## src/scr_pkg.sv

```systemverilog
package scr_pkg;

  // register addresses on the serial register port
  localparam logic [7:0] ADDR_SYS_CTRL_ONE  = 8'h2A;
  localparam logic [7:0] ADDR_SYS_CTRL_TWO  = 8'h2B;
  localparam logic [7:0] ADDR_IRQ_WAKE_CTRL = 8'h2C;

  // system_control_one fields
  localparam int C1_SLEEP_RATE_LSB = 6;
  localparam int C1_RATE_LSB       = 3;
  localparam int C1_LOW_NOISE      = 2;
  localparam int C1_FAST_READ      = 1;
  localparam int C1_ACTIVE         = 0;

  // system_control_two fields
  localparam int C2_SELF_TEST      = 7;
  localparam int C2_SOFT_RESET     = 6;
  localparam int C2_SLEEP_OS_LSB   = 3;
  localparam int C2_AUTO_SLEEP     = 2;
  localparam int C2_WAKE_OS_LSB    = 0;

  // interrupt_wake_control fields
  localparam int C3_TRANSIENT_WAKE = 6;
  localparam int C3_ORIENT_WAKE    = 5;
  localparam int C3_PULSE_WAKE     = 4;
  localparam int C3_FALL_WAKE      = 3;
  localparam int C3_IRQ_POLARITY   = 1;
  localparam int C3_IRQ_DRIVE      = 0;

  // storable bits; everything else reads zero
  localparam logic [7:0] C1_WRITE_MASK = 8'hFF;
  localparam logic [7:0] C2_WRITE_MASK = 8'h9F;
  localparam logic [7:0] C3_WRITE_MASK = 8'h7B;

  localparam logic [7:0] C1_RESET = 8'h00;
  localparam logic [7:0] C2_RESET = 8'h00;
  localparam logic [7:0] C3_RESET = 8'h00;

  // timing
  localparam int CLK_PERIOD_NS       = 4;
  localparam int FASTEST_PERIOD_NS   = 1250000;
  localparam int BASE_PERIOD_CYC     = FASTEST_PERIOD_NS / CLK_PERIOD_NS;
  localparam int BOOT_TIME_NS        = 64;
  localparam int BOOT_CYC            = (BOOT_TIME_NS + CLK_PERIOD_NS - 1) / CLK_PERIOD_NS;

  typedef logic [2:0] scr_rate_type;

  typedef enum logic [2:0] {
    SCR_STANDBY = 3'b001,
    SCR_WAKE    = 3'b010,
    SCR_SLEEP   = 3'b100
  } scr_mode_type;

  typedef enum logic [1:0] {
    SCR_OS_NORMAL   = 2'h0,
    SCR_OS_LN_LP    = 2'h1,
    SCR_OS_HIGH_RES = 2'h2,
    SCR_OS_LOW_POW  = 2'h3
  } scr_os_type;

  // sample period in units of the fastest period
  function automatic logic [9:0] scr_rate_mult(input scr_rate_type code);
    case (code)
      3'h0:    return 10'h001;
      3'h1:    return 10'h002;
      3'h2:    return 10'h004;
      3'h3:    return 10'h008;
      3'h4:    return 10'h010;
      3'h5:    return 10'h040;
      3'h6:    return 10'h080;
      default: return 10'h200;
    endcase
  endfunction

  // samples per inactivity step at the wake rate
  function automatic logic [8:0] scr_inact_step(input scr_rate_type code);
    case (code)
      3'h0:    return 9'h100;
      3'h1:    return 9'h080;
      3'h2:    return 9'h040;
      3'h3:    return 9'h020;
      3'h4:    return 9'h010;
      3'h5:    return 9'h004;
      3'h6:    return 9'h002;
      default: return 9'h001;
    endcase
  endfunction

endpackage

```

## src/scr_rate_tick.sv

```systemverilog
`timescale 1ns/10ps
module scr_rate_tick #(
  parameter int unsigned BASE_PERIOD_CYC = scr_pkg::BASE_PERIOD_CYC
) (
  // clock and reset
  input  wire logic                 ref_clk_i,
  input  wire logic                 rst_n_i,
  // rate control
  input  wire logic                 run_i,
  input  wire scr_pkg::scr_rate_type rate_i,
  // sample enable
  output logic                      tick_o
);
  import scr_pkg::*;

  localparam int unsigned BW = $clog2(BASE_PERIOD_CYC);

  typedef struct packed {
    logic [BW-1:0] base_cnt;
    logic [9:0]    mult_cnt;
    scr_rate_type  rate;
    logic          tick;
  } scr_tick_state_type;

  scr_tick_state_type state_q;
  scr_tick_state_type state_d;

  // a rate change restarts the period so no short sample slips out
  always_comb
  begin
    state_d      = state_q;
    state_d.tick = 1'b0;
    state_d.rate = rate_i;
    if (!run_i || (rate_i != state_q.rate))
    begin
      state_d.base_cnt = '0;
      state_d.mult_cnt = '0;
    end
    else if (state_q.base_cnt == BW'(BASE_PERIOD_CYC - 1))
    begin
      state_d.base_cnt = '0;
      if (state_q.mult_cnt == (scr_rate_mult(state_q.rate) - 10'h001))
      begin
        state_d.mult_cnt = '0;
        state_d.tick     = 1'b1;
      end
      else
      begin
        state_d.mult_cnt = state_q.mult_cnt + 10'h001;
      end
    end
    else
    begin
      state_d.base_cnt = state_q.base_cnt + BW'(1);
    end
  end

  always_ff @(posedge ref_clk_i)
  begin
    if (!rst_n_i)
      state_q <= '0;
    else
      state_q <= state_d;
  end

  assign tick_o = state_q.tick;

endmodule

```

## src/scr_sys_ctrl.sv

```systemverilog
`timescale 1ns/10ps
module scr_sys_ctrl #(
  parameter int unsigned BASE_PERIOD_CYC = scr_pkg::BASE_PERIOD_CYC
) (
  // clock and reset
  input  wire logic                  ref_clk_i,
  input  wire logic                  rst_n_i,
  // register port from the serial slave
  input  wire logic                  reg_wr_i,
  input  wire logic                  reg_rd_i,
  input  wire logic [7:0]            reg_addr_i,
  input  wire logic [7:0]            reg_wdata_i,
  output logic [7:0]                 reg_rdata_o,
  output logic                       i2c_reinit_o,
  output logic                       booting_o,
  // inactivity and detection events
  input  wire logic [7:0]            inactivity_count_i,
  input  wire logic                  transient_evt_i,
  input  wire logic                  orient_evt_i,
  input  wire logic                  pulse_evt_i,
  input  wire logic                  fall_motion_evt_i,
  // system state
  output logic                       mode_active_o,
  output logic                       sleeping_o,
  output logic                       sample_tick_o,
  output scr_pkg::scr_rate_type      output_rate_o,
  output scr_pkg::scr_rate_type      output_rate_sel_o,
  output logic [1:0]                 sleep_rate_sel_o,
  output scr_pkg::scr_os_type        active_os_o,
  // configuration
  output logic                       low_noise_sel_o,
  output logic                       fast_read_o,
  output logic                       self_test_en_o,
  output logic                       auto_sleep_en_o,
  output logic                       transient_wake_en_o,
  output logic                       orient_wake_en_o,
  output logic                       pulse_wake_en_o,
  output logic                       fall_motion_wake_en_o,
  output logic                       irq_polarity_o,
  output logic                       irq_drive_sel_o
);
  import scr_pkg::*;

  typedef struct packed {
    logic [7:0]   ctrl1;
    logic [7:0]   ctrl2;
    logic [7:0]   ctrl3;
    scr_mode_type mode;
    logic [16:0]  inact_cnt;
    logic [4:0]   boot_cnt;
    logic         booting;
    logic         reinit;
    logic [7:0]   rdata;
    scr_rate_type eff_rate;
    scr_os_type   eff_os;
  } scr_ctrl_state_type;

  scr_ctrl_state_type state_q;
  scr_ctrl_state_type state_d;
  logic               tick;
  logic [3:0]         evt;
  logic [3:0]         wake_en;
  logic               wr_ok;
  logic [16:0]        inact_target;

  assign evt     = {transient_evt_i, orient_evt_i, pulse_evt_i, fall_motion_evt_i};
  assign wake_en = {state_q.ctrl3[C3_TRANSIENT_WAKE], state_q.ctrl3[C3_ORIENT_WAKE],
                    state_q.ctrl3[C3_PULSE_WAKE], state_q.ctrl3[C3_FALL_WAKE]};
  assign wr_ok   = reg_wr_i && !state_q.booting;
  assign inact_target = 17'(inactivity_count_i) * 17'(scr_inact_step(state_q.ctrl1[5:3]));

  always_comb
  begin
    state_d        = state_q;
    state_d.reinit = 1'b0;
    // register writes; the bus is held off while booting
    if (wr_ok)
    begin
      unique case (reg_addr_i)
        ADDR_SYS_CTRL_ONE:
        begin
          if (state_q.ctrl1[C1_ACTIVE])
            state_d.ctrl1[C1_ACTIVE] = reg_wdata_i[C1_ACTIVE];
          else
            state_d.ctrl1 = reg_wdata_i & C1_WRITE_MASK;
        end
        ADDR_SYS_CTRL_TWO:
          state_d.ctrl2 = reg_wdata_i & C2_WRITE_MASK;
        ADDR_IRQ_WAKE_CTRL:
          state_d.ctrl3 = reg_wdata_i & C3_WRITE_MASK;
        default:
          state_d.ctrl1 = state_q.ctrl1;
      endcase
    end
    // register reads; reserved and reset bits were never stored
    if (reg_rd_i && !state_q.booting)
    begin
      unique case (reg_addr_i)
        ADDR_SYS_CTRL_ONE:  state_d.rdata = state_q.ctrl1;
        ADDR_SYS_CTRL_TWO:  state_d.rdata = state_q.ctrl2;
        ADDR_IRQ_WAKE_CTRL: state_d.rdata = state_q.ctrl3;
        default:            state_d.rdata = 8'h00;
      endcase
    end
    // wake and sleep sequencing
    unique case (state_q.mode)
      SCR_STANDBY:
      begin
        state_d.inact_cnt = '0;
        if (state_d.ctrl1[C1_ACTIVE])
          state_d.mode = SCR_WAKE;
      end
      SCR_WAKE:
      begin
        if (!state_d.ctrl1[C1_ACTIVE])
          state_d.mode = SCR_STANDBY;
        else if (!state_d.ctrl2[C2_AUTO_SLEEP] || (|evt))
          state_d.inact_cnt = '0;
        else if (tick)
        begin
          if ((state_q.inact_cnt + 17'h00001) >= inact_target)
          begin
            state_d.mode      = SCR_SLEEP;
            state_d.inact_cnt = '0;
          end
          else
            state_d.inact_cnt = state_q.inact_cnt + 17'h00001;
        end
      end
      SCR_SLEEP:
      begin
        if (!state_d.ctrl1[C1_ACTIVE])
          state_d.mode = SCR_STANDBY;
        else if (!state_d.ctrl2[C2_AUTO_SLEEP] || (|(evt & wake_en)))
          state_d.mode = SCR_WAKE;
      end
      default:
        state_d.mode = SCR_STANDBY;
    endcase
    // soft reset wins over everything else in the cycle
    if (wr_ok && (reg_addr_i == ADDR_SYS_CTRL_TWO) && reg_wdata_i[C2_SOFT_RESET])
    begin
      state_d.ctrl1     = C1_RESET;
      state_d.ctrl2     = C2_RESET;
      state_d.ctrl3     = C3_RESET;
      state_d.mode      = SCR_STANDBY;
      state_d.inact_cnt = '0;
      state_d.rdata     = 8'h00;
      state_d.booting   = 1'b1;
      state_d.boot_cnt  = 5'(BOOT_CYC - 1);
      state_d.reinit    = 1'b1;
    end
    else if (state_q.booting)
    begin
      if (state_q.boot_cnt == 5'h00)
        state_d.booting = 1'b0;
      else
        state_d.boot_cnt = state_q.boot_cnt - 5'h01;
    end
    // sleep rate overrides the output rate while asleep
    if (state_d.mode == SCR_SLEEP)
    begin
      state_d.eff_rate = {1'b1, state_d.ctrl1[7:6]};
      state_d.eff_os   = scr_os_type'(state_d.ctrl2[4:3]);
    end
    else
    begin
      state_d.eff_rate = state_d.ctrl1[5:3];
      state_d.eff_os   = scr_os_type'(state_d.ctrl2[1:0]);
    end
  end

  always_ff @(posedge ref_clk_i)
  begin
    if (!rst_n_i)
    begin
      state_q       <= '0;
      state_q.mode  <= SCR_STANDBY;
    end
    else
      state_q <= state_d;
  end

  // samples only run while active
  scr_rate_tick #(
    .BASE_PERIOD_CYC (BASE_PERIOD_CYC)
  ) u_rate_tick (
    .ref_clk_i (ref_clk_i),
    .rst_n_i   (rst_n_i),
    .run_i     (state_q.mode != SCR_STANDBY),
    .rate_i    (state_q.eff_rate),
    .tick_o    (tick)
  );

  assign reg_rdata_o           = state_q.rdata;
  assign i2c_reinit_o          = state_q.reinit;
  assign booting_o             = state_q.booting;
  assign mode_active_o         = state_q.ctrl1[C1_ACTIVE];
  assign sleeping_o            = state_q.mode[2];
  assign sample_tick_o         = tick;
  assign output_rate_o         = state_q.eff_rate;
  assign output_rate_sel_o     = state_q.ctrl1[5:3];
  assign sleep_rate_sel_o      = state_q.ctrl1[7:6];
  assign active_os_o           = state_q.eff_os;
  assign low_noise_sel_o       = state_q.ctrl1[C1_LOW_NOISE];
  assign fast_read_o           = state_q.ctrl1[C1_FAST_READ];
  assign self_test_en_o        = state_q.ctrl2[C2_SELF_TEST];
  assign auto_sleep_en_o       = state_q.ctrl2[C2_AUTO_SLEEP];
  assign transient_wake_en_o   = state_q.ctrl3[C3_TRANSIENT_WAKE];
  assign orient_wake_en_o      = state_q.ctrl3[C3_ORIENT_WAKE];
  assign pulse_wake_en_o       = state_q.ctrl3[C3_PULSE_WAKE];
  assign fall_motion_wake_en_o = state_q.ctrl3[C3_FALL_WAKE];
  assign irq_polarity_o        = state_q.ctrl3[C3_IRQ_POLARITY];
  assign irq_drive_sel_o       = state_q.ctrl3[C3_IRQ_DRIVE];

  logic soft_rst_wr;
  assign soft_rst_wr = wr_ok && (reg_addr_i == ADDR_SYS_CTRL_TWO) && reg_wdata_i[C2_SOFT_RESET];

  a_reset_standby: assert property (@(posedge ref_clk_i)
    $rose(rst_n_i) |-> !mode_active_o && !sleeping_o && (output_rate_o == 3'h0))
    else $error("not in standby after reset");

  a_active_write_guard: assert property (@(posedge ref_clk_i) disable iff (!rst_n_i)
    wr_ok && (reg_addr_i == ADDR_SYS_CTRL_ONE) && mode_active_o
    |=> $stable(output_rate_sel_o) && $stable(sleep_rate_sel_o) && $stable(low_noise_sel_o))
    else $error("control one changed while active");

  a_soft_reset_load: assert property (@(posedge ref_clk_i) disable iff (!rst_n_i)
    soft_rst_wr |=> i2c_reinit_o && booting_o && !mode_active_o && !self_test_en_o
    && !irq_polarity_o && !auto_sleep_en_o)
    else $error("soft reset did not reload defaults");

  a_boot_length: assert property (@(posedge ref_clk_i) disable iff (!rst_n_i)
    $rose(booting_o) |-> booting_o [*8] ##1 booting_o [*8] ##1 !booting_o)
    else $error("boot length wrong");

  a_reserved_zero: assert property (@(posedge ref_clk_i) disable iff (!rst_n_i)
    reg_rd_i && !booting_o && (reg_addr_i == ADDR_SYS_CTRL_TWO)
    |=> (reg_rdata_o[6:5] == 2'h0))
    else $error("reserved or reset bit read nonzero");

  a_sleep_rate_used: assert property (@(posedge ref_clk_i) disable iff (!rst_n_i)
    sleeping_o |-> (output_rate_o == {1'b1, sleep_rate_sel_o})
    && (active_os_o == scr_os_type'(state_q.ctrl2[4:3])))
    else $error("sleep rate not applied");

  a_wake_rate_used: assert property (@(posedge ref_clk_i) disable iff (!rst_n_i)
    !sleeping_o |-> (output_rate_o == output_rate_sel_o))
    else $error("output rate not applied");

  a_no_auto_sleep: assert property (@(posedge ref_clk_i) disable iff (!rst_n_i)
    !auto_sleep_en_o |-> !sleeping_o)
    else $error("asleep with auto-sleep off");

  a_wake_on_event: assert property (@(posedge ref_clk_i) disable iff (!rst_n_i)
    sleeping_o && |(evt & wake_en) |=> !sleeping_o)
    else $error("enabled event did not wake");

  c_soft_reset: cover property (@(posedge ref_clk_i) disable iff (!rst_n_i) soft_rst_wr);
  c_fall_asleep: cover property (@(posedge ref_clk_i) disable iff (!rst_n_i) $rose(sleeping_o));
  c_wake_up: cover property (@(posedge ref_clk_i) disable iff (!rst_n_i) $fell(sleeping_o)
    && mode_active_o);
  c_guarded_write: cover property (@(posedge ref_clk_i) disable iff (!rst_n_i)
    wr_ok && (reg_addr_i == ADDR_SYS_CTRL_ONE) && mode_active_o);

endmodule

```

## config.mk

```make
export PLATFORM = sky130hd
export DESIGN_NAME = scr_sys_ctrl
export DESIGN_NICKNAME = d
export VERILOG_FILES = /design/src/scr_pkg.sv /design/src/scr_rate_tick.sv /design/src/scr_sys_ctrl.sv
export SDC_FILE = /design/constraint.sdc
export NUM_CORES = 1
export LEC_CHECK = 0
export ABC_CLOCK_PERIOD_IN_PS = 10000
export BUFFER_PORTS_ARGS = -buffer_cell sky130_fd_sc_hd__buf_2
export CAP_MARGIN = 25
export CORE_ASPECT_RATIO = 0.7
export CORE_MARGIN = 2
export CORE_UTILIZATION = 42
export DETAILED_ROUTE_END_ITERATION = 10
export GPL_TIMING_DRIVEN = 0
export HOLD_SLACK_MARGIN = 0.12
export RECOVER_POWER = 100
export SLEW_MARGIN = 40
export SYNTH_ARGS = -nofsm -noshare
export SYNTH_HDL_FRONTEND = slang
export SYNTH_HIERARCHICAL = 1
export SYNTH_SLANG_ARGS = --single-unit
```

## constraint.sdc

```tcl
create_clock -name ref_clk_i -period 10 [get_ports ref_clk_i]
set_input_delay 2 -clock ref_clk_i [delete_from_list [all_inputs] [get_ports ref_clk_i]]
set_output_delay 2 -clock ref_clk_i [all_outputs]
set_load 0.02 [all_outputs]
```

==> results of run 1 <==
[cells in the mapped netlist (23+ instances only)]
cell      n
dfxtp_1  93
nor2_1   81
ha_1     66
inv_1    62
and2_1   59
nand2_1  43
fa_1     34
xnor2_1  34
xor2_1   31
and3_1   26
a21oi_1  25
nand3_1  23
[power breakdown]
group / total [mW] / internal [mW] / switching [mW]
clock: 0.385 / 0.243 / 0.142
sequential: 0.372 / 0.372 / 0.000767
combinational: 0.0434 / 0.0177 / 0.0257
[final cells by class]
class / instances / area, um2 / share of cell area
buffer: 47 / 255 / 0.0312
clock buffer: 11 / 233 / 0.0284
clock inverter: 4 / 97.6 / 0.0119
inverter: 62 / 233 / 0.0284
multi-input combinational: 632 / 4940 / 0.604
sequential: 93 / 1860 / 0.227
tap: 231 / 289 / 0.0353
timing repair buffer: 64 / 277 / 0.0338
[path summary, 6_finish.rpt]
| path | start | end | cells after the start |
|---|---|---|---|
| max | inactivity_count_i[4] | active_os_o[0]$_SDFF_PN0_ | 24 |
| max reg2reg | output_rate_sel_o[2]$_SDFF_PN0_ | active_os_o[0]$_SDFF_PN0_ | 27 |
| min reg2reg | u_rate_tick/state_q[14]$_SDFF_PP0_ | u_rate_tick/state_q[14]$_SDFF_PP0_ | 1 |
| min | u_rate_tick/state_q[14]$_SDFF_PP0_ | u_rate_tick/state_q[14]$_SDFF_PP0_ | 1 |
[flip-flops by register name, indices dropped and copies added, names as in the netlist, 2 cells and up]
signal and flops:
u_rate_tick/state_q 32, active_os_o 2, output_rate_o 3, reg_rdata_o 8, sleep_rate_sel_o 2, state_q 28
output_rate_sel_o 3
[cell families after synthesis]
family                     count (synthesis)  synth area share
AOI/OAI and AO/OA                        116             0.116
xor gates and xnor gates                  65            0.0781
adders and majority gates                101             0.208
buffers and inverters                    109            0.0674
DFF                                       93             0.255
muxes                                     20            0.0275
and+or+nand+nor                          330             0.248
[per-layer routing]
layer  vias to the layer above  routed length, um  GRT usage
li1                       3006                  -          -
met1                      2767               8720      0.286
met2                       100               6240      0.254
met3                        11                757     0.0330
met4                         0                115     0.0345
met5                         -                  0          0
[metrics by stage]
| stage | hold slack, ns | total power, mW |
|---|---|---|
| final | 0.445 | 0.801 |
| after global routing | 0.478 | 0.831 |
| after CTS | 0.451 | 0.811 |
| after detailed placement | 0.438 | 0.425 |
| after global placement | 0.435 | 0.424 |
| after floorplan | 0.413 | 0.406 |
[critical path: cells and delay by family]
kind                       cells  cell delay (ns)
AOI/OAI and AO/OA             10             2.65
adders and majority gates      6             2.51
and+or+nand+nor                4             0.71
buffers and inverters          3             0.39
xor gates and xnor gates       1             0.12
==> results.sh, run 1 <==
export IMPL_run_status="complete, no violations"
export IMPL_cts_buffer_depth=2
export IMPL_drv_slew=0
export IMPL_ant_nets=0
export IMPL_clockRootBuffer="clkbuf_16"
export IMPL_drtIter0Drc=335
export IMPL_cts_sinks=93
export IMPL_syn_area_um2=7290
export IMPL_place_area_um2=7920
export IMPL_row_count=40
export IMPL_p_leak_nw=3.78
export IMPL_path_class="in -> reg"
export IMPL_nFillCells=1666
export IMPL_hold_buffers=0
export IMPL_synth_seq_cells=93
export IMPL_die_h_um=114
export IMPL_cts_setup_buffers=0
export IMPL_period_share=0.816
export IMPL_dieWidth_um=161
export IMPL_worstSetupEndpointType="register"
export IMPL_syn_avg_cell_area_um2=8.74
export IMPL_yosysWarnings=6
export IMPL_htree_levels=3
export IMPL_coreArea_um2=17100
export IMPL_grt_pass1_wl_um=27300
export IMPL_drt_first_pass_iters=5
export IMPL_numCtsBuffers=9
export IMPL_clock_latency_ns=0.34
export IMPL_yosysUniqueCellTypes=67
export IMPL_yosysTopAreaCellShare=0.255
export IMPL_crit_arrival_ns=8.40
export IMPL_post_cts_resized=0
export IMPL_clk_pin_slew_ns=0.06
export IMPL_avgViaCountPerCell=5.14
export IMPL_grt_setup_unrepaired="no"
export IMPL_synth_edf_count=0
export IMPL_grt_overflow_total=0
export IMPL_peakVddDrop_v=0.0000994
export IMPL_post_route_min_period_ns=8.16
export IMPL_drc=0
export IMPL_dp_slack_ns=1.61
export IMPL_synthCells=834
export IMPL_drive_above_1_share=0.0821
export IMPL_crit_path_frequent_cell="fa_1"
export IMPL_ys_async_sr_fraction=0
export IMPL_portBuffers=64
export IMPL_ff2ff_setup_slack_ns=2.33
export IMPL_start_kind="primary input"
export IMPL_path_cells="clkbuf_1 > and2_0 > fa_1 > fa_1 > fa_1 > inv_1 > fa_1 > inv_1 > ha_1 > nor3_1 > o211ai_1 > a31oi_1 > nor2b_1 > o21a_1 > o41ai_1 > xor2_1 > ha_1 > and4_1 > o211ai_1 > a211oi_1 > o211ai_1 > a211o_1 > a2111oi_4 > a2bb2oi_1"
export IMPL_synth_area_top_cells="dfxtp_1 (26%), ha_1 (11%), fa_1 (9.3%)"
export IMPL_fin_nets=1041
export IMPL_utilization=0.480
export IMPL_skew_ns=0.00517
export IMPL_grt_max_degree=15
export IMPL_antenna_found_initial=0
export IMPL_instances_no_fill=1144
export IMPL_slowest_delay_ns=0.54
export IMPL_diodes=0
export IMPL_postLayoutSetupSlackWorst_ns=1.84
export IMPL_finalSetupViolations=0
export IMPL_slowest_stage="fa_1"
export IMPL_synth_top_area_cell="dfxtp_1"
export IMPL_final_setup_tns_ns=0
export IMPL_worst_pin_slew_ns=0.881
export IMPL_required_ns=10.24
export IMPL_ioPinCount=65
export IMPL_num_vias=5884
export IMPL_grtUsageTotal=0.181
export IMPL_cap_violations=0
export IMPL_routabilityCongestion=0.796
export IMPL_max_freq_mhz=123
export IMPL_final_cell_mix="dfxtp_1 (93), nor2_1 (81), ha_1 (66)"
export IMPL_final_common_cell="dfxtp_1"
export IMPL_min_path_type="reg -> reg"
export IMPL_grt_pass1_vias=5533
export IMPL_initial_core_util=0.427
export IMPL_maxSlewHeadroom=0.408
export IMPL_yosys_most_used_dff="dfxtp_1"
export IMPL_design_area_um2=8190
export IMPL_power_density_nw_per_um2=97.8
export IMPL_crit_fanout=8
export IMPL_die_area_um2=18400
export IMPL_syn_num_nets=966
export IMPL_finalWirelength_um=15800
export IMPL_wire_per_inst_um=13.8
export IMPL_placedCellCount=1129
export IMPL_yosysSeqAreaShare=0.255
export IMPL_hold_viol=0
export IMPL_dpl_hpwl_um=12600
export IMPL_cts_tree="built"
export IMPL_area_growth_pct=12.3
Power figures use the tool's default switching activity.
==> inputs of run 2 (changes only) <==
- ABC_CLOCK_PERIOD_IN_PS: 10000 -> 8000
- clock period: 10 -> 8 ns (I/O delays scaled with it)
==> run 2 against run 1 <==
Net effect: critical path type unchanged; final cell count unchanged; sequential cell count unchanged; register-to-register slack worse by 1.7 ns; wire length down 0.21%; cell area up 0.15%; first-iteration DRC count up 6.3%.
==> results.sh, run 2 (synthesized netlist as in run 1, its figures left out) <==
export IMPL_finalSetupViolations=0
export IMPL_cts_buffer_depth=2
export IMPL_drt_first_pass_iters=5
export IMPL_reg2reg_from="output_rate_sel_o[2]$_SDFF_PN0_"
export IMPL_cp_depth=25
export IMPL_drive_above_1_share=0.0887
export IMPL_post_route_min_period_ns=7.57
export IMPL_place_area_um2=7920
export IMPL_worst_pin_slew_ns=0.892
export IMPL_route_met2_wl_um=6190
export IMPL_min_path_type="reg -> reg"
export IMPL_dp_slack_ns=0.00533
export IMPL_wl_met1_um=8830
export IMPL_grtUsageTotal=0.181
export IMPL_critPathTopFamily="adder cells"
export IMPL_final_common_cell="dfxtp_1"
export IMPL_initial_core_util=0.427
export IMPL_area_growth_pct=12.5
export IMPL_placedCellCount=1129
export IMPL_final_setup_tns_ns=0
export IMPL_cts_setup_buffers=0
export IMPL_drtIter0Drc=356
export IMPL_crit_path_start="inactivity_count_i[7]"
export IMPL_crit_fanout=8
export IMPL_largest_register="u_rate_tick/state_q"
export IMPL_slowest_delay_ns=0.54
export IMPL_grt_pass1_wl_um=27300
export IMPL_avgViaCountPerCell=5.13
export IMPL_numCtsBuffers=9
export IMPL_drc=0
export IMPL_crit_path_frequent_cell="fa_1"
export IMPL_postLayoutSetupSlackWorst_ns=0.428
export IMPL_reg2reg_to="active_os_o[0]$_SDFF_PN0_"
export IMPL_grt_overflow_total=0
export IMPL_grt_setup_unrepaired="no"
export IMPL_skew_ns=0.00427
export IMPL_largest_reg_flops=32
export IMPL_comb_power_share=0.054
export IMPL_fin_nets=1041
export IMPL_endpoint="active_os_o[0]$_SDFF_PN0_"
export IMPL_clk_pin_slew_ns=0.06
export IMPL_start_kind="primary input"
export IMPL_p_sw_uw=209
export IMPL_hold_viol=0
export IMPL_ff2ff_setup_slack_ns=0.66
export IMPL_p_clk_frac=0.480
export IMPL_period_share=0.947
export IMPL_portBuffers=64
export IMPL_instances_no_fill=1144
export IMPL_intPower_uw=791
export IMPL_cts_tree="built"
export IMPL_run_status="complete, no violations"
export IMPL_dr_max_layer_used="met4"
export IMPL_coreArea_um2=17100
export IMPL_clock_latency_ns=0.34
export IMPL_p_leak_nw=3.79
export IMPL_routabilityCongestion=0.796
export IMPL_grt_max_degree=15
export IMPL_final_cell_mix="dfxtp_1 (93), nor2_1 (80), ha_1 (66)"
export IMPL_cts_sinks=93
export IMPL_wire_per_inst_um=13.8
export IMPL_die_h_um=114
export IMPL_hold_ws_ns=0.445
export IMPL_grt_pass1_vias=5533
export IMPL_nFillCells=1664
export IMPL_dieWidth_um=161
export IMPL_ff2ff_path_depth=27
export IMPL_finalWirelength_um=15800
export IMPL_power_density_nw_per_um2=122
export IMPL_drv_slew=0
export IMPL_htree_levels=3
export IMPL_max_freq_mhz=132
export IMPL_die_area_um2=18400
export IMPL_num_vias=5872
export IMPL_slowest_stage="fa_1"
export IMPL_antenna_found_initial=0
export IMPL_path_buf_inv=4
export IMPL_row_count=40
export IMPL_crit_arrival_ns=7.81
export IMPL_worstSetupEndpointType="register"
export IMPL_path_class="in -> reg"
export IMPL_design_area_um2=8200
export IMPL_wl_met3_um=668
export IMPL_ant_nets=0
export IMPL_dpl_hpwl_um=12600
export IMPL_p_total_uw=1000
export IMPL_required_ns=8.24
export IMPL_maxSlewHeadroom=0.404
export IMPL_peakVddDrop_v=0.000124
export IMPL_utilization=0.481
export IMPL_diodes=0
export IMPL_swShare=0.209
export IMPL_ioPinCount=65
export IMPL_clockRootBuffer="clkbuf_16"
export IMPL_cap_violations=0
export IMPL_seqPwrFrac=0.466
[run 2: timing repair]
| action | 4_1_cts | 5_1_grt |
|---|---|---|
| hold buffers | 0 | 0 |
| setup endpoints to repair | 0 | 3 |
| resized for setup | 0 | 7 |
[run 2: layer usage]
layer,global-route usage,vias to the layer above
met5,0,-
met4,0.0345,0
met3,0.0330,11
met2,0.254,93
met1,0.286,2758
li1,-,3010
[run 2: how the worst min path moves through the flow]
stage                                        from                                  to  slack, ns  depth (start not counted)
6_report       u_rate_tick/state_q[14]$_SDFF_PP0_  u_rate_tick/state_q[14]$_SDFF_PP0_       0.44                          1
4_1_cts        u_rate_tick/state_q[14]$_SDFF_PP0_  u_rate_tick/state_q[14]$_SDFF_PP0_       0.45                          1
3_3_place_gp   u_rate_tick/state_q[14]$_SDFF_PP0_  u_rate_tick/state_q[14]$_SDFF_PP0_       0.44                          1
2_1_floorplan  u_rate_tick/state_q[14]$_SDFF_PP0_  u_rate_tick/state_q[14]$_SDFF_PP0_       0.41                          1
5_1_grt        u_rate_tick/state_q[14]$_SDFF_PP0_  u_rate_tick/state_q[14]$_SDFF_PP0_       0.48                          1
3_5_place_dp   u_rate_tick/state_q[14]$_SDFF_PP0_  u_rate_tick/state_q[14]$_SDFF_PP0_       0.44                          1
[run 2: area by class of cell]
| class | instances | area, um2 | share of cell area |
|---|---|---|---|
| Clock buffer | 11 | 233 | 0.0284 |
| Timing Repair Buffer | 64 | 278 | 0.0339 |
| Multi-Input combinational cell | 632 | 4950 | 0.604 |
| Sequential cell | 93 | 1860 | 0.227 |
| Clock inverter | 4 | 97.6 | 0.0119 |
| Tap cell | 231 | 289 | 0.0352 |
| Buffer | 47 | 259 | 0.0316 |
| Inverter | 62 | 233 | 0.0284 |
[run 2: power groups by stage]
stage / logic (mW) / clock network, mW / registers (mW)
floorplan: 0.0317 / 0 / 0.476
global placement: 0.0545 / 0 / 0.476
detailed placement: 0.0549 / 0 / 0.476
CTS: 0.0554 / 0.493 / 0.465
global route: 0.0612 / 0.513 / 0.465
finish: 0.0544 / 0.480 / 0.466
[run 2: worst reg2reg max path, stage by stage (launching register included)]
cell and delay, ns:
dfxtp_1 0.35, clkbuf_2 0.26, and3_1 0.20, clkbuf_1 0.33, nand2_1 0.15, fa_1 0.52, fa_1 0.54, inv_1 0.05
fa_1 0.52, inv_1 0.06, fa_1 0.52, inv_1 0.04, ha_1 0.35, nand2_1 0.11, o211ai_1 0.12, a31oi_1 0.27
nor2b_1 0.08, o21a_1 0.19, o41ai_1 0.33, xor2_1 0.12, ha_1 0.31, and4_1 0.22, o211ai_1 0.11, a211oi_2 0.19
o211ai_1 0.16, a211o_1 0.39, a2111oi_4 0.46, a2bb2oi_1 0.30
==> inputs of run 3 (changes only) <==
- CAP_MARGIN: 25 -> 5
- CELL_PAD_IN_SITES_DETAIL_PLACEMENT: not set -> 0
- CELL_PAD_IN_SITES_GLOBAL_PLACEMENT: not set -> 1
- PLACE_DENSITY_LB_ADDON: not set -> 0.1
==> run 3 against run 2 <==
Net effect: clock skew grew 0.0051 ns; sequential cell count stayed put; critical path depth unchanged; non-clock buffer count is the same; sequential share of layout area increased by 0.11 points; largest cell class unchanged; largest power group is now registers; highest routed layer unchanged.
==> results.sh, run 3 (synthesized netlist as in run 1, its figures left out) <==
export IMPL_maxSlewHeadroom=0.362
export IMPL_grt_pass1_vias=5822
export IMPL_dpl_hpwl_um=13500
export IMPL_final_setup_tns_ns=0
export IMPL_grtUsageTotal=0.192
export IMPL_comb_power_share=0.058
export IMPL_drt_first_pass_iters=4
export IMPL_post_route_min_period_ns=7.52
export IMPL_coreArea_um2=17100
export IMPL_hold_viol=0
export IMPL_crit_fanout=8
export IMPL_fin_nets=1041
export IMPL_diodes=0
export IMPL_required_ns=8.27
export IMPL_routabilityCongestion=0.814
export IMPL_intPower_uw=717
export IMPL_path_buf_inv=4
export IMPL_drv_slew=0
export IMPL_hold_depth=1
export IMPL_worstSetupEndpointType="register"
export IMPL_clockRootBuffer="clkbuf_16"
export IMPL_area_growth_pct=11.9
export IMPL_swShare=0.241
export IMPL_clk_pin_slew_ns=0.07
export IMPL_ff2ff_path_depth=27
export IMPL_cts_tree="built"
export IMPL_hold_buffers=0
export IMPL_start_kind="primary input"
export IMPL_cts_buffer_depth=2
export IMPL_ioPinCount=65
export IMPL_slowest_stage="fa_1"
export IMPL_period_share=0.940
export IMPL_finalSetupViolations=0
export IMPL_num_vias=5882
export IMPL_power_density_nw_per_um2=116
export IMPL_numCtsBuffers=9
export IMPL_cp_depth=25
export IMPL_crit_path_frequent_cell="fa_1"
export IMPL_antenna_found_initial=0
export IMPL_worst_pin_slew_ns=0.956
export IMPL_largest_register="u_rate_tick/state_q"
export IMPL_cap_violations=0
export IMPL_critPathTopFamily="adder cells"
export IMPL_cts_sinks=93
export IMPL_seqPwrFrac=0.492
export IMPL_slowest_delay_ns=0.57
export IMPL_nFillCells=1662
export IMPL_die_h_um=114
export IMPL_skew_ns=0.00938
export IMPL_die_area_um2=18400
export IMPL_initial_core_util=0.427
export IMPL_run_status="complete, no violations"
export IMPL_final_cell_mix="dfxtp_1 (93), nor2_1 (80), ha_1 (66)"
export IMPL_grt_max_degree=17
export IMPL_drive_above_1_share=0.0897
export IMPL_hold_ws_ns=0.448
export IMPL_drtIter0Drc=308
export IMPL_dieWidth_um=161
export IMPL_cts_setup_buffers=0
export IMPL_avgViaCountPerCell=5.14
export IMPL_clock_latency_ns=0.35
export IMPL_drc=0
export IMPL_ant_nets=0
export IMPL_p_clk_frac=0.450
export IMPL_min_path_type="reg -> reg"
export IMPL_largest_reg_flops=32
export IMPL_grt_overflow_total=0
export IMPL_grt_pass1_wl_um=28600
export IMPL_crit_arrival_ns=7.79
export IMPL_row_count=40
export IMPL_wire_per_inst_um=14.8
export IMPL_htree_levels=3
export IMPL_peakVddDrop_v=0.0000741
export IMPL_final_common_cell="dfxtp_1"
export IMPL_grt_setup_unrepaired="no"
export IMPL_p_leak_nw=3.76
export IMPL_post_cts_resized=0
export IMPL_p_sw_uw=227
export IMPL_finalWirelength_um=16900
export IMPL_path_class="in -> reg"
export IMPL_portBuffers=64
export IMPL_max_freq_mhz=133
## run 3: cell count changes in the layout (fill, tap and decap cells not counted)
cell and delta:
bufinv_16 -3, inv_6 +3, clkbuf_2 -2, clkbuf_8 +2, clkinv_2 +1, nor3b_1 +1, nor3b_2 -1, nor4_1 -1
nor4_2 +1
## run 3: final timing paths
path,end,slack [ns],start
max reg2reg,output_rate_o[0]$_SDFF_PN0_,0.58,output_rate_sel_o[2]$_SDFF_PN0_
max,output_rate_o[0]$_SDFF_PN0_,0.48,inactivity_count_i[7]
min reg2reg,u_rate_tick/state_q[14]$_SDFF_PP0_,0.45,u_rate_tick/state_q[14]$_SDFF_PP0_
min,u_rate_tick/state_q[14]$_SDFF_PP0_,0.45,u_rate_tick/state_q[14]$_SDFF_PP0_
## run 3: worst register-to-register path, delay by kind of cell, from the launching register on
kind | cells | cell delay, ns
and+or+nand+nor | 5 | 0.77
DFF | 1 | 0.35
xor gates and xnor gates | 1 | 0.13
AOI/OAI and AO/OA | 10 | 2.43
buffers and inverters | 5 | 0.88
adders and majority gates | 6 | 2.77
## run 3: power by group through the flow
| stage | clock network, mW | logic (mW) | registers (mW) |
|---|---|---|---|
| 2_1_floorplan | 0 | 0.0317 | 0.476 |
| 3_3_place_gp | 0 | 0.0538 | 0.476 |
| 3_5_place_dp | 0 | 0.0549 | 0.476 |
| 4_1_cts | 0.439 | 0.0556 | 0.465 |
| 5_1_grt | 0.456 | 0.0621 | 0.465 |
| 6_report | 0.425 | 0.0547 | 0.465 |
## run 3: final cells by class
class                      instances  area, um2  area share
multi-input combinational        632       4950       0.607
timing repair buffer              64        278      0.0340
buffer                            47        256      0.0314
clock inverter                     5       38.8     0.00475
sequential                        93       1860       0.228
inverter                          62        233      0.0285
tap                              231        289      0.0354
clock buffer                      11        253      0.0310
## run 3: per-stage QoR
stage	total power [mW]	instance area [um2]	utilization	cells	setup WS (ns)
CTS	0.960	8200	0.481	1145	0.384
global route	0.984	8160	0.478	1145	0.0509
floorplan	0.508	7290	-	834	0.875
detailed placement	0.531	7910	0.464	1129	0.0187
global placement	0.530	7900	0.463	1129	0.110
finish	0.945	8160	0.478	1145	0.481
## run 3: per-layer routing
layer,wire length [um],global-route usage,up-vias
met2,7180,0.296,82
met5,0,0,-
li1,-,-,2991
met1,8980,0.277,2797
met4,178,0.0488,0
met3,590,0.0366,12
